[config.mk]
export PLATFORM = sky130hd
export DESIGN_NAME = display_interrupt_aggregator_flat
export DESIGN_NICKNAME = d
export VERILOG_FILES = /design/src/irq_pkg.sv /design/src/irq_link_if.sv /design/src/display_interrupt_aggregator.sv /design/src/flat_wrapper.sv
export SDC_FILE = /design/constraint.sdc
export NUM_CORES = 1
export LEC_CHECK = 0
export BUFFER_PORTS_ARGS = -buffer_cell sky130_fd_sc_hd__clkbuf_2
export CORE_MARGIN = 8
export CORE_UTILIZATION = 40
export DETAILED_ROUTE_END_ITERATION = 7
export GPL_TIMING_DRIVEN = 0
export PLACE_DENSITY = 0.69
export SLEW_MARGIN = 15
export SYNTH_ARGS = -nofsm -noshare
export SYNTH_HDL_FRONTEND = slang
export SYNTH_SLANG_ARGS = --single-unit
export TNS_END_PERCENT = 50
[constraint.sdc]
create_clock -name clk -period 4.5 [get_ports clk]
set_input_delay 0.675 -clock clk [delete_from_list [all_inputs] [get_ports clk]]
set_output_delay 0.675 -clock clk [all_outputs]
set_load 0.05 [all_outputs]
[src/irq_pkg.sv]
// package of constants for the display interrupt aggregator and its service end
`default_nettype none
package irq_pkg;
	localparam int num_categories   = 4;
	localparam int srcs_per_cat     = 8;
	localparam int num_sources      = num_categories * srcs_per_cat;
	localparam int global_enable_bit = 31;
	localparam int ctl_width        = 32;
	localparam logic [31:0] ctl_reset = 32'h0000_0000;
	localparam logic [1:0] sel_status   = 2'h0;
	localparam logic [1:0] sel_mask     = 2'h1;
	localparam logic [1:0] sel_identity = 2'h2;
	localparam logic [1:0] sel_enable   = 2'h3;
endpackage
`default_nettype wire

[src/irq_link_if.sv]
// interface joining the aggregator and the upstream service end
`default_nettype none
interface irq_link_if;
	logic                              ctl_wr;
	logic [31:0]                       ctl_wdata;
	logic [31:0]                       ctl_rdata;
	logic                              cat_rd;
	logic                              cat_wr;
	logic [1:0]                        cat_sel;
	logic [$clog2(irq_pkg::num_categories)-1:0] cat_idx;
	logic [irq_pkg::srcs_per_cat-1:0]  cat_wdata;
	logic [irq_pkg::srcs_per_cat-1:0]  cat_rdata;
	logic                              display_irq;
	modport device (input ctl_wr, ctl_wdata, cat_rd, cat_wr, cat_sel, cat_idx, cat_wdata,
		output ctl_rdata, cat_rdata, display_irq);
	modport host (output ctl_wr, ctl_wdata, cat_rd, cat_wr, cat_sel, cat_idx, cat_wdata,
		input ctl_rdata, cat_rdata, display_irq);
endinterface
`default_nettype wire

[src/display_interrupt_aggregator.sv]
// device end: two-level display interrupt aggregation
// Summary of operation
// RQ1 - live status bit follows raw event
// RQ2 - unmasked interrupt is event and not mask
// RQ3 - unmasked rising edge sets identity bit
// RQ4 - write one clears identity, zero keeps
// RQ5 - identity queues two events, resets after clear
// RQ6 - enabled interrupt is identity and enable
// RQ7 - category pending is OR of enabled
// RQ8 - combined interrupt is OR of categories
// RQ9 - bit 31 gates combined interrupt
// RQ10 - enabled interrupt goes to upstream logic
// RQ11 - service reads then clears upstream indication
// RQ12 - service clears bit 31 before re-enable
// RQ13 - service reads pending, identity, writes ones
// RQ14 - service may repeat identity clears
// RQ15 - setting bit 31 re-asserts if pending
// RQ16 - optional re-read loop before re-enable
// RQ17 - do not trust live status pulses
// RQ18 - outgoing interrupt is a level
`default_nettype none
module display_interrupt_aggregator
(
	input  wire logic                           clk,
	input  wire logic                           rst,
	input  wire logic [irq_pkg::num_sources-1:0] raw_event,
	irq_link_if.device                          link
);
	localparam int n = irq_pkg::num_sources;
	localparam int w = irq_pkg::srcs_per_cat;

	logic [n-1:0]  mask_r;
	logic [n-1:0]  mask_nxt;
	logic [n-1:0]  enable_r;
	logic [n-1:0]  enable_nxt;
	logic [n-1:0]  ident_r;
	logic [n-1:0]  ident_nxt;
	logic [n-1:0]  queued_r;
	logic [n-1:0]  queued_nxt;
	logic [n-1:0]  unmasked_prev_r;
	logic [n-1:0]  status_r;
	logic          gate_r;
	logic          gate_nxt;
	logic [31:0]   rdata_r;
	logic [31:0]   rdata_nxt;
	logic [w-1:0]  cat_rdata_r;
	logic [w-1:0]  cat_rdata_nxt;
	logic          irq_r;
	logic          irq_nxt;

	wire  [n-1:0]  unmasked  = raw_event & ~mask_r; // RQ2
	wire  [n-1:0]  rise      = unmasked & ~unmasked_prev_r; // RQ3
	wire  [n-1:0]  enabled   = ident_r & enable_r; // RQ6
	wire  [n-1:0]  sel_bits  = {{(n-w){1'b0}}, link.cat_wdata} << (link.cat_idx * w);
	wire  [n-1:0]  sel_field = {{(n-w){1'b0}}, {w{1'b1}}} << (link.cat_idx * w);
	wire           wr_mask   = link.cat_wr && link.cat_sel == irq_pkg::sel_mask;
	wire           wr_enable = link.cat_wr && link.cat_sel == irq_pkg::sel_enable;
	wire           wr_ident  = link.cat_wr && link.cat_sel == irq_pkg::sel_identity;
	wire  [n-1:0]  clear     = wr_ident ? sel_bits : {n{1'b0}}; // RQ4
	wire  [n-1:0]  taken     = clear & ident_r;
	wire  [n-1:0]  held      = queued_r | (rise & ident_r);
	logic [irq_pkg::num_categories-1:0] pending;
	wire           combined  = |pending; // RQ8

	function automatic logic [w-1:0] field(input logic [n-1:0] v, input int idx);
		field = v[idx*w +: w];
	endfunction

	always_comb
	begin
		for (int c = 0; c < irq_pkg::num_categories; c++)
			pending[c] = |field(enabled, c); // RQ7
	end

	always_comb
	begin
		mask_nxt   = wr_mask ? ((mask_r & ~sel_field) | sel_bits) : mask_r;
		enable_nxt = wr_enable ? ((enable_r & ~sel_field) | sel_bits) : enable_r;
		// a clear of a bit with a second queued event refills it; a new edge always wins
		ident_nxt  = (ident_r & ~clear) | (clear & queued_r) | rise; // RQ5
		// clear and edge together on a full queue keep two events held
		queued_nxt = (~taken & held) | (taken & queued_r & rise); // RQ5
		unique case (link.cat_sel)
			irq_pkg::sel_status:   cat_rdata_nxt = field(status_r, int'(link.cat_idx)); // RQ1
			irq_pkg::sel_mask:     cat_rdata_nxt = field(mask_r, int'(link.cat_idx));
			irq_pkg::sel_identity: cat_rdata_nxt = field(ident_r, int'(link.cat_idx));
			irq_pkg::sel_enable:   cat_rdata_nxt = field(enable_r, int'(link.cat_idx));
		endcase
	end

	assign gate_nxt  = link.ctl_wr ? link.ctl_wdata[irq_pkg::global_enable_bit] : gate_r; // RQ12
	assign rdata_nxt = {gate_r, {(31-irq_pkg::num_categories){1'b0}}, pending}; // RQ7
	// level: drops with bit 31 and rises again while anything stays set
	assign irq_nxt   = combined && gate_r; // RQ9 RQ15 RQ18

	// masked after reset so no stale edge lands before the host sets up
	always_ff @(posedge clk)
	begin
		if (rst)
		begin
			mask_r <= {n{1'b1}};
		end
		else
		begin
			mask_r <= mask_nxt;
		end
	end

	always_ff @(posedge clk)
	begin
		if (rst)
		begin
			enable_r <= {n{1'b0}};
		end
		else
		begin
			enable_r <= enable_nxt;
		end
	end

	always_ff @(posedge clk)
	begin
		if (rst)
		begin
			ident_r <= {n{1'b0}};
		end
		else
		begin
			ident_r <= ident_nxt;
		end
	end

	always_ff @(posedge clk)
	begin
		if (rst)
		begin
			queued_r <= {n{1'b0}};
		end
		else
		begin
			queued_r <= queued_nxt;
		end
	end

	always_ff @(posedge clk)
	begin
		if (rst)
		begin
			unmasked_prev_r <= {n{1'b0}};
		end
		else
		begin
			unmasked_prev_r <= unmasked;
		end
	end

	always_ff @(posedge clk)
	begin
		if (rst)
		begin
			status_r <= {n{1'b0}};
		end
		else
		begin
			status_r <= raw_event; // RQ1
		end
	end

	always_ff @(posedge clk)
	begin
		if (rst)
		begin
			gate_r <= 1'b0;
		end
		else
		begin
			gate_r <= gate_nxt;
		end
	end

	always_ff @(posedge clk)
	begin
		if (rst)
		begin
			rdata_r <= irq_pkg::ctl_reset;
		end
		else
		begin
			rdata_r <= rdata_nxt;
		end
	end

	always_ff @(posedge clk)
	begin
		if (rst)
		begin
			cat_rdata_r <= {w{1'b0}};
		end
		else if (link.cat_rd)
		begin
			cat_rdata_r <= cat_rdata_nxt;
		end
	end

	always_ff @(posedge clk)
	begin
		if (rst)
		begin
			irq_r <= 1'b0;
		end
		else
		begin
			irq_r <= irq_nxt;
		end
	end

	assign link.ctl_rdata   = rdata_r;
	assign link.cat_rdata   = cat_rdata_r;
	assign link.display_irq = irq_r; // RQ10
endmodule
`default_nettype wire

[src/flat_wrapper.sv]
// flat-port wrapper written by rule: the top's interface ports become plain ports
module display_interrupt_aggregator_flat 
  (clk, rst, raw_event, link_ctl_wr, link_ctl_wdata, link_cat_rd, link_cat_wr, link_cat_sel, link_cat_idx, link_cat_wdata, link_ctl_rdata, link_cat_rdata, link_display_irq);
  irq_link_if link_i ();
  input  wire logic clk;
  input  wire logic rst;
  input  wire logic [irq_pkg::num_sources-1:0] raw_event;
  input wire logic [$bits(link_i.ctl_wr)-1:0] link_ctl_wr;
  input wire logic [$bits(link_i.ctl_wdata)-1:0] link_ctl_wdata;
  input wire logic [$bits(link_i.cat_rd)-1:0] link_cat_rd;
  input wire logic [$bits(link_i.cat_wr)-1:0] link_cat_wr;
  input wire logic [$bits(link_i.cat_sel)-1:0] link_cat_sel;
  input wire logic [$bits(link_i.cat_idx)-1:0] link_cat_idx;
  input wire logic [$bits(link_i.cat_wdata)-1:0] link_cat_wdata;
  output wire logic [$bits(link_i.ctl_rdata)-1:0] link_ctl_rdata;
  output wire logic [$bits(link_i.cat_rdata)-1:0] link_cat_rdata;
  output wire logic [$bits(link_i.display_irq)-1:0] link_display_irq;
  assign link_i.ctl_wr = link_ctl_wr;
  assign link_i.ctl_wdata = link_ctl_wdata;
  assign link_i.cat_rd = link_cat_rd;
  assign link_i.cat_wr = link_cat_wr;
  assign link_i.cat_sel = link_cat_sel;
  assign link_i.cat_idx = link_cat_idx;
  assign link_i.cat_wdata = link_cat_wdata;
  assign link_ctl_rdata = link_i.ctl_rdata;
  assign link_cat_rdata = link_i.cat_rdata;
  assign link_display_irq = link_i.display_irq;
  display_interrupt_aggregator u_core (.clk(clk), .rst(rst), .raw_event(raw_event), .link(link_i));
endmodule
======== Word level (Yosys, flattened, before mapping) ========
Cells that the tools add are included.
storage, ports and cells
  word-level logic and storage cells ...... 55
  register bits after elaboration ......... 234
  input bits .............................. 81
  output and inout port bits .............. 41
cells by class
  shift operators ......................... 6
  multiplexer cells ....................... 2
  bitwise logic cells ..................... 23
  eq/ne operators ......................... 3
  reduce and logical (&&, ||, !) cells .... 10
operators with widths
  kind                  number
  $and 32x32->32        12
  $or 32x32->32         6
  $not 32->32           5
  $shiftx 32x6->8       4
  $mux 32               1
  $pmux 8 s4            1
  $reduce_or 32->1      1
  $reduce_or 8->1       4
  $shl 8x5->32          1
  $shl 8x5->32 const A  1
  $eq 2x2->1 const B    2
  $logic_and 1x1->1     4
  $eq 2x1->1 const B    1
  $logic_not 2->1       1

======== Longest topological paths before layout ========
Gate-level depths: netlist of the first run.
  depth in word-level cells ............... 7
  mapped depth ............................ 7
  mapped depth without buffers ............ 4

======== Worst setup path before layout of the first run ========
OpenSTA, ideal clock, no wires.
  path kind ............................... input port to flip-flop
  start point ............................. input link_cat_idx[0]
  end point ............................... register u_core.mask_r[16]
  buffers on the path ..................... 3
  stages on the path ...................... 6
  required time ........................... 4.380 ns
  data arrival time ....................... 1.815 ns
  setup time .............................. 0.120 ns
  slack ................................... 2.565 ns
  cell sequence ........................... buf_4 > nand3b_4 > or2_1 > clkbuf_2 > buf_6 > a211o_1
between the ends
  word-level cells in the longest chain between the ends .. 4
  elaborated cells on any way between the ends .. 5
  classes of those cells .................. shift: 2; bitwise: 3
RTL lines
  what                  line                                 text
  start, declared       flat_wrapper.sv:13                   input wire logic [$bits(link_i.cat_idx)-1:0] link_cat_idx;
  $shl 8x5->32          display_interrupt_aggregator.sv:55   wire [n-1:0] sel_field = {{(n-w){1'b0}}, {w{1'b1}}} << (link.cat_idx * w);
  $not 32->32           display_interrupt_aggregator.sv:77   mask_nxt = wr_mask ? ((mask_r & ~sel_field) | sel_bits) : mask_r;
  $and 32x32->32        display_interrupt_aggregator.sv:77
  $or 32x32->32 (*)     display_interrupt_aggregator.sv:77
  end signal, assigned  display_interrupt_aggregator.sv:101  mask_r <= {n{1'b1}};
  end signal, assigned  display_interrupt_aggregator.sv:105  mask_r <= mask_nxt;
  end, declared         display_interrupt_aggregator.sv:32   logic [n-1:0] mask_r;
Every way passes the cells marked *; elsewhere a longest branch is shown, timed or not.
A chain may end at the register's enable or synchronous reset.

======== Worst setup path after layout of the first run ========
  start point ............................. input rst
  end point ............................... register u_core.ident_r[7]
RTL lines
  what                  line                                 text
  start, declared       flat_wrapper.sv:6                    input wire logic rst;
  end signal, assigned  display_interrupt_aggregator.sv:125  ident_r <= {n{1'b0}};
  end signal, assigned  display_interrupt_aggregator.sv:129  ident_r <= ident_nxt;
  end, declared         display_interrupt_aggregator.sv:36   logic [n-1:0] ident_r;
No word-level cell between the ends.

==> flow_summary.yaml, run 1 <==
grt:
  grt_use_total_pct: 18.1
  overflow: 0
  grt_pass1_wl_mm: 39.9
  grtUsageMet3_pct: 4.28
  gr-usage-met2_pct: 28.9
  grt_pass1_vias: 7037
  grt-busiest-layer: "met2"
  antenna_found_initial: 1
  grt_start_max_net_pins: 13
  met1_usage_pct: 23.7
clock_network:
  clock_latency_ns: 0.51
  h-tree-depth: 1
  postCtsSetupRepairBufs: 0
  clock_sinks: 207
  cts_resized: 0
  cts_tree: "yes"
  clk_pin_slew_ns: 0.06
  cts_buffers: 22
  cts_hold_buf: 0
  cts-root-buf: "clkbuf_16"
  cts_buffer_depth: 3
layout:
  multiInputGateArea_um2: 4400
  seqCellArea_um2: 4140
  final_cell_count_no_fill: 1333
  layout.nets: 1116
  fillers: 2124
  drive_above_1_share_pct: 19.4
  fin_area_um2: 10500
  synthToLayoutAreaGrowth_pct: 15.3
  antenna_cells: 0
sta:
  skew_ns: 0.0134
  setup_violations: 0
  tightest_slew_ns: 0.914
  fin_setup_tns_ns: 0
  fmax_mhz: 434
  fin_crit_sh_pct: 51.2
  rsz0062_at_grt: "no"
  relSlewSlack_pct: 39.1
  min_period_ns: 2.30
  slew_violations: 0
  hold_viol: 0
placed_design:
  gp_congestion: 0.931
  placed_cells: 1296
  hpwl_mm: 18.8
  post_dp_cell_area_um2: 9840
  place.port_buffers: 53
floorplanning:
  core-area_um2: 22500
  die_area_um2: 27900
  die_h_um: 167
  placementRows: 55
  ioPinCount: 122
  fp.dieW_um: 167
  start_util_pct: 40.5
pwr:
  leakagePower_nw: 4.11
  p_total_mw: 4.13
  p_per_area_nw_per_um2: 393
  ir_drop_uv: 201
synth:
  synth_common_cells: "dfxtp_1 (207), nor2_1 (96), mux2i_1 (84)"
  synth_edf_count: 0
  synthFlopType: "dfxtp_1"
  yosysTopAreaCellShare_pct: 45.4
  yosys_warnings: 0
  synth_area_um2: 9120
  synthArstFlopShare_pct: 0
  synth_cells: 932
  ys_ff_latch: 207
  seq_area_frac_synth_pct: 45.4
  synth_top_cell_by_area: "dfxtp_1"
  synth_area_per_cell_um2: 9.78
  yosysMostFrequentCell: "dfxtp_1"
  synthDistinctLibCells: 43
  ys_top_cells_by_area: "dfxtp_1 (45%), mux2i_1 (9.2%), nor2b_1 (5.4%)"
critical_path:
  regToRegEndpoint: "u_core.link.display_irq"
  start_kind: "primary input"
  cp-end-kind: "flop"
  rr_worst_depth: 3
  cp-endpoint: "u_core.ident_r[7]"
  reg2reg_from: "u_core.ident_r[23]"
  crit_start: "rst"
  rrSetupSlack_ns: 2.99
  crit_fanout: 10
  cp.arrival_ns: 2.65
  crit_type: "in2reg"
  required_ns: 4.85
detailed_routing:
  vias: 7338
  drtIter0Drc: 618
  drt-vias-per-instance: 5.50
  totalWireLength_mm: 26.0
  first_pass_iters: 7
  detail-route-antenna-nets: 0
  wl_per_cell_um: 19.5
  drc: 0
outcome:
  outcome: "completed"
job:
  cap_violations: 0
min_path:
  hp-class: "in2reg"
## flip-flops by register name, summed over array words and instances, names as in the netlist
signal and flops:
u_core.ident_r 32, u_core.queued_r 32, u_core.mask_r 32, u_core.link.display_irq 1, u_core.gate_r 1, u_core.unmasked_prev_r 32, u_core.enable_r 32, u_core.status_r 32
u_core.link.ctl_rdata 5, u_core.link.cat_rdata 8
## cells in the final DEF, fill, tap and decap left out, types with 2 or more instances in the layout
cell	count
dfxtp_1	207
nor2_1	96
mux2i_1	84
nor2b_1	78
a22oi_1	55
clkbuf_2	54
nand2_1	43
a21oi_1	41
inv_1	40
buf_4	35
nand3_1	32
or3b_2	32
o21bai_1	32
a211o_1	31
clkbuf_1	29
conb_1	27
clkbuf_16	23
mux4_2	19
buf_2	18
o21ai_0	9
buf_6	6
o22ai_1	6
o22ai_2	6
a311oi_1	6
clkbuf_8	5
buf_1	4
nand4_1	4
nand3b_1	3
and2b_1	2
and3_1	2
and2_1	2
or2_1	2
a211oi_1	2
## metrics by stage
stage	hold WS (ns)	util [%]	setup slack [ns]
2_1_floorplan	0.415	-	2.57
3_3_place_gp	0.441	43.7	1.74
3_5_place_dp	0.448	43.7	1.69
4_1_cts	0.407	46.7	2.21
5_1_grt	0.419	46.7	2.09
6_report	0.412	46.7	2.20
## logic make-up (layout without fill, tap and decap cells)
group / Yosys count / in the layout / synth area share (%)
DFF: 207 / 207 / 45.4
other: 1 / 27 / 0.0411
buffers and inverters: 125 / 215 / 7.34
muxes: 103 / 103 / 13.9
and+or+nand+nor: 305 / 305 / 18.1
AOI/OAI and AO/OA: 191 / 191 / 15.2
## cell type report
class                           count  area share (%)
Inverter                           40            1.43
Clock buffer                       36            6.41
Multi-Input combinational cell    626            41.9
Clock inverter                      1          0.0476
Tap cell                          285            3.39
Timing Repair Buffer               53            2.52
Buffer                             85            4.94
Sequential cell                   207            39.4
## how the worst min path moves through the flow
stage,start,to,cells past startpoint
CTS,link_ctl_wdata[31],u_core.gate_r,3
global route,raw_event[20],u_core.status_r[20],2
global placement,u_core.mask_r[3],u_core.unmasked_prev_r[3],1
floorplan,u_core.mask_r[0],u_core.unmasked_prev_r[0],1
detailed placement,u_core.mask_r[5],u_core.unmasked_prev_r[5],1
finish,link_ctl_wdata[31],u_core.gate_r,3
## critical path, stage by stage
cell and delay [ns]:
clkbuf_1 0.55, buf_2 0.36, buf_2 0.33, clkbuf_1 0.64
a21oi_1 0.09
## routing by layer
layer	up-vias	wire length, um
li1	3433	-
met1	3537	10900
met2	314	11900
met3	54	2490
met4	0	752
met5	-	0
## power by group
group,switching (mW),internal (mW),total [mW]
logic,0.273,0.176,0.448
clock network,0.714,1.01,1.73
registers,0.0509,1.90,1.95
No activity file was read; power rests on OpenSTA's default activity.
==> run 2, diff against run 1 <==
--- a/config.mk
+++ b/config.mk
@@ -5,12 +5,13 @@
 export SDC_FILE = /design/constraint.sdc
 export NUM_CORES = 1
 export LEC_CHECK = 0
+export ABC_AREA = 1
 export BUFFER_PORTS_ARGS = -buffer_cell sky130_fd_sc_hd__clkbuf_2
 export CORE_MARGIN = 8
 export CORE_UTILIZATION = 40
 export DETAILED_ROUTE_END_ITERATION = 7
 export GPL_TIMING_DRIVEN = 0
-export PLACE_DENSITY = 0.69
+export PLACE_DENSITY = 0.71
 export SLEW_MARGIN = 15
 export SYNTH_ARGS = -nofsm -noshare
 export SYNTH_HDL_FRONTEND = slang
==> constraint.sdc (replaced) <==
create_clock -name clk -period 2.1 [get_ports clk]
set_input_delay 0.315 -clock clk [delete_from_list [all_inputs] [get_ports clk]]
set_output_delay 0.315 -clock clk [all_outputs]
set_load 0.05 [all_outputs]
==> flow_summary.yaml, run 2 <==
outcome:
  outcome: "completed"
sta:
  setup_violations: 0
  rsz0062_at_grt: "no"
  fin_crit_sh_pct: 75.4
  hold_viol: 0
  slew_violations: 0
  skew_ns: 0.0201
  fin_setup_tns_ns: 0
  min_period_ns: 1.58
  relSlewSlack_pct: 41.8
  fmax_mhz: 631
  tightest_slew_ns: 0.873
  hold_slack_ns: 0.0213
synth:
  synthDistinctLibCells: 32
  synth_area_um2: 9510
  synth_top_cell_by_area: "dfxtp_1"
  yosys_warnings: 0
  synth_cells: 1370
  synth_edf_count: 0
  synthFlopType: "dfxtp_1"
  synthArstFlopShare_pct: 0
  synth_area_per_cell_um2: 6.94
  yosysTopAreaCellShare_pct: 43.6
  synth_common_cells: "nand2_1 (255), dfxtp_1 (207), inv_1 (196)"
  yosysMostFrequentCell: "nand2_1"
  ys_top_cells_by_area: "dfxtp_1 (44%), nand2_1 (10%), inv_1 (7.7%)"
  ys_ff_latch: 207
  seq_area_frac_synth_pct: 43.6
detailed_routing:
  wl_per_cell_um: 17.1
  drt-vias-per-instance: 5.21
  detail-route-antenna-nets: 0
  first_pass_iters: 6
  vias: 9464
  totalWireLength_mm: 31.1
  drc: 0
  drtIter0Drc: 997
min_path:
  whs_endpoint: "u_core.status_r[9]"
  whs_path_depth: 3
  hold_path_startpoint: "raw_event[9]"
  hp-class: "in2reg"
floorplanning:
  fp.dieW_um: 170
  die_h_um: 170
  placementRows: 56
  die_area_um2: 29000
  core-area_um2: 23400
  start_util_pct: 40.6
  ioPinCount: 122
clock_network:
  cts_buffers: 23
  clk_pin_slew_ns: 0.06
  postCtsSetupRepairBufs: 0
  cts_resized: 0
  cts_tree: "yes"
  h-tree-depth: 1
  cts_buffer_depth: 3
  clock_sinks: 207
  clock_latency_ns: 0.52
  cts-root-buf: "clkbuf_16"
  cts_hold_buf: 0
placed_design:
  place.port_buffers: 62
  gp_congestion: 0.977
  hpwl_mm: 22.4
critical_path:
  cp_slowest_stage_delay_ns: 0.72
  rr_worst_depth: 6
  path_buf_inv: 4
  crit_type: "in2reg"
  cp_top_family: "buffers and inverters"
  required_ns: 2.55
  regToRegEndpoint: "u_core.link.display_irq"
  cp-end-kind: "flop"
  start_kind: "primary input"
  critPathSlowestCell: "buf_1"
  cp.arrival_ns: 2.03
  reg2reg_from: "u_core.ident_r[31]"
  crit_path_cell_trace: "clkbuf_2, inv_1, clkbuf_1, buf_1, nand2_1, nor2_1"
  crit_start: "rst"
  crit_fanout: 10
  rrSetupSlack_ns: 0.77
pwr:
  p_int_mw: 6.77
  p_sw_share_pct: 26.1
  seq_power_share_pct: 44.3
  p_per_area_nw_per_um2: 827
  power_frac_comb_pct: 10.1
  p_sw_mw: 2.40
  leakagePower_nw: 4.95
  pwr-share-clk_pct: 45.6
  ir_drop_uv: 578
layout:
  layout.nets: 1564
  antenna_cells: 0
  layout_commonest_cell: "nand2_1"
  final_cell_mix: "nand2_1 (255), dfxtp_1 (207), inv_1 (196)"
  drive_above_1_share_pct: 12.4
  synthToLayoutAreaGrowth_pct: 16.7
grt:
  grt_start_max_net_pins: 13
  grt_use_total_pct: 20.9
  grt_pass1_wl_mm: 47.5
  antenna_found_initial: 0
  grt_pass1_vias: 8816
  overflow: 0
job:
  cap_violations: 0
-- run 2: changes by cell type after synthesis, moves of 64 or more --
cell and delta:
nand2_1 +212, inv_1 +156, mux2i_1 -84, nand3_1 +83, nor2b_1 -78, a21oi_1 +64
-- run 2: logic make-up after synthesis --
family	synth area share, %
AOI/OAI and AO/OA	14.5
DFF	43.6
and+or+nand+nor	28.7
other	0.0395
buffers and inverters	13.2
-- run 2: layout make-up --
cell class,instances,area (um^2)
tap,319,399
timing repair buffer,62,310
clock buffer,34,697
clock inverter,5,78.8
fill,2390,12300
sequential,207,4140
inverter,209,787
buffer,83,467
multi-input combinational,897,4210
-- run 2: power by group through the flow --
| stage | sequential [mW] | clock (mW) | combinational [mW] |
|---|---|---|---|
| 2_1_floorplan | 4.17 | 0 | 0.548 |
| 3_3_place_gp | 4.14 | 0 | 0.890 |
| 3_5_place_dp | 4.14 | 0 | 0.901 |
| 4_1_cts | 4.05 | 4.18 | 0.905 |
| 5_1_grt | 4.06 | 4.35 | 0.989 |
| 6_report | 4.06 | 4.18 | 0.928 |
-- run 2: how the worst max path moves through the flow --
| stage | to | cells after the start |
|---|---|---|
| 6_report | u_core.queued_r[18] | 6 |
| 5_1_grt | u_core.queued_r[7] | 6 |
| 4_1_cts | u_core.queued_r[18] | 6 |
| 3_5_place_dp | u_core.queued_r[18] | 6 |
| 3_3_place_gp | u_core.queued_r[5] | 6 |
| 2_1_floorplan | u_core.ident_r[0] | 9 |
-- run 2: worst reg2reg max path, cell delays in order (launching register included) --
cell	delay, ns
dfxtp_1	0.35
nand2_1	0.09
nand2_1	0.05
a21oi_1	0.15
nand3_1	0.13
nor2_1	0.30
a21boi_0	0.14
-- run 2: routing by layer --
layer	global-route usage, %	share of wire [%]	vias to the layer above
met5	0	0	-
met1	26.7	41	4293
met4	9.42	4.3	0
li1	-	-	4583
met3	5.42	12	99
met2	32.6	43	489
-- run 2: per-stage QoR --
step	power, mW	utilization [%]	cells	worst slack, ns	instance area [um^2]
finish	9.16	47.4	1816	0.516	11100
global placement	5.03	44.1	1777	0.0673	10300
detailed placement	5.04	44.1	1777	0.0396	10300
CTS	9.14	47.4	1816	0.562	11100
global route	9.41	47.4	1816	0.409	11100
floorplan	4.72	-	1396	0.706	9600
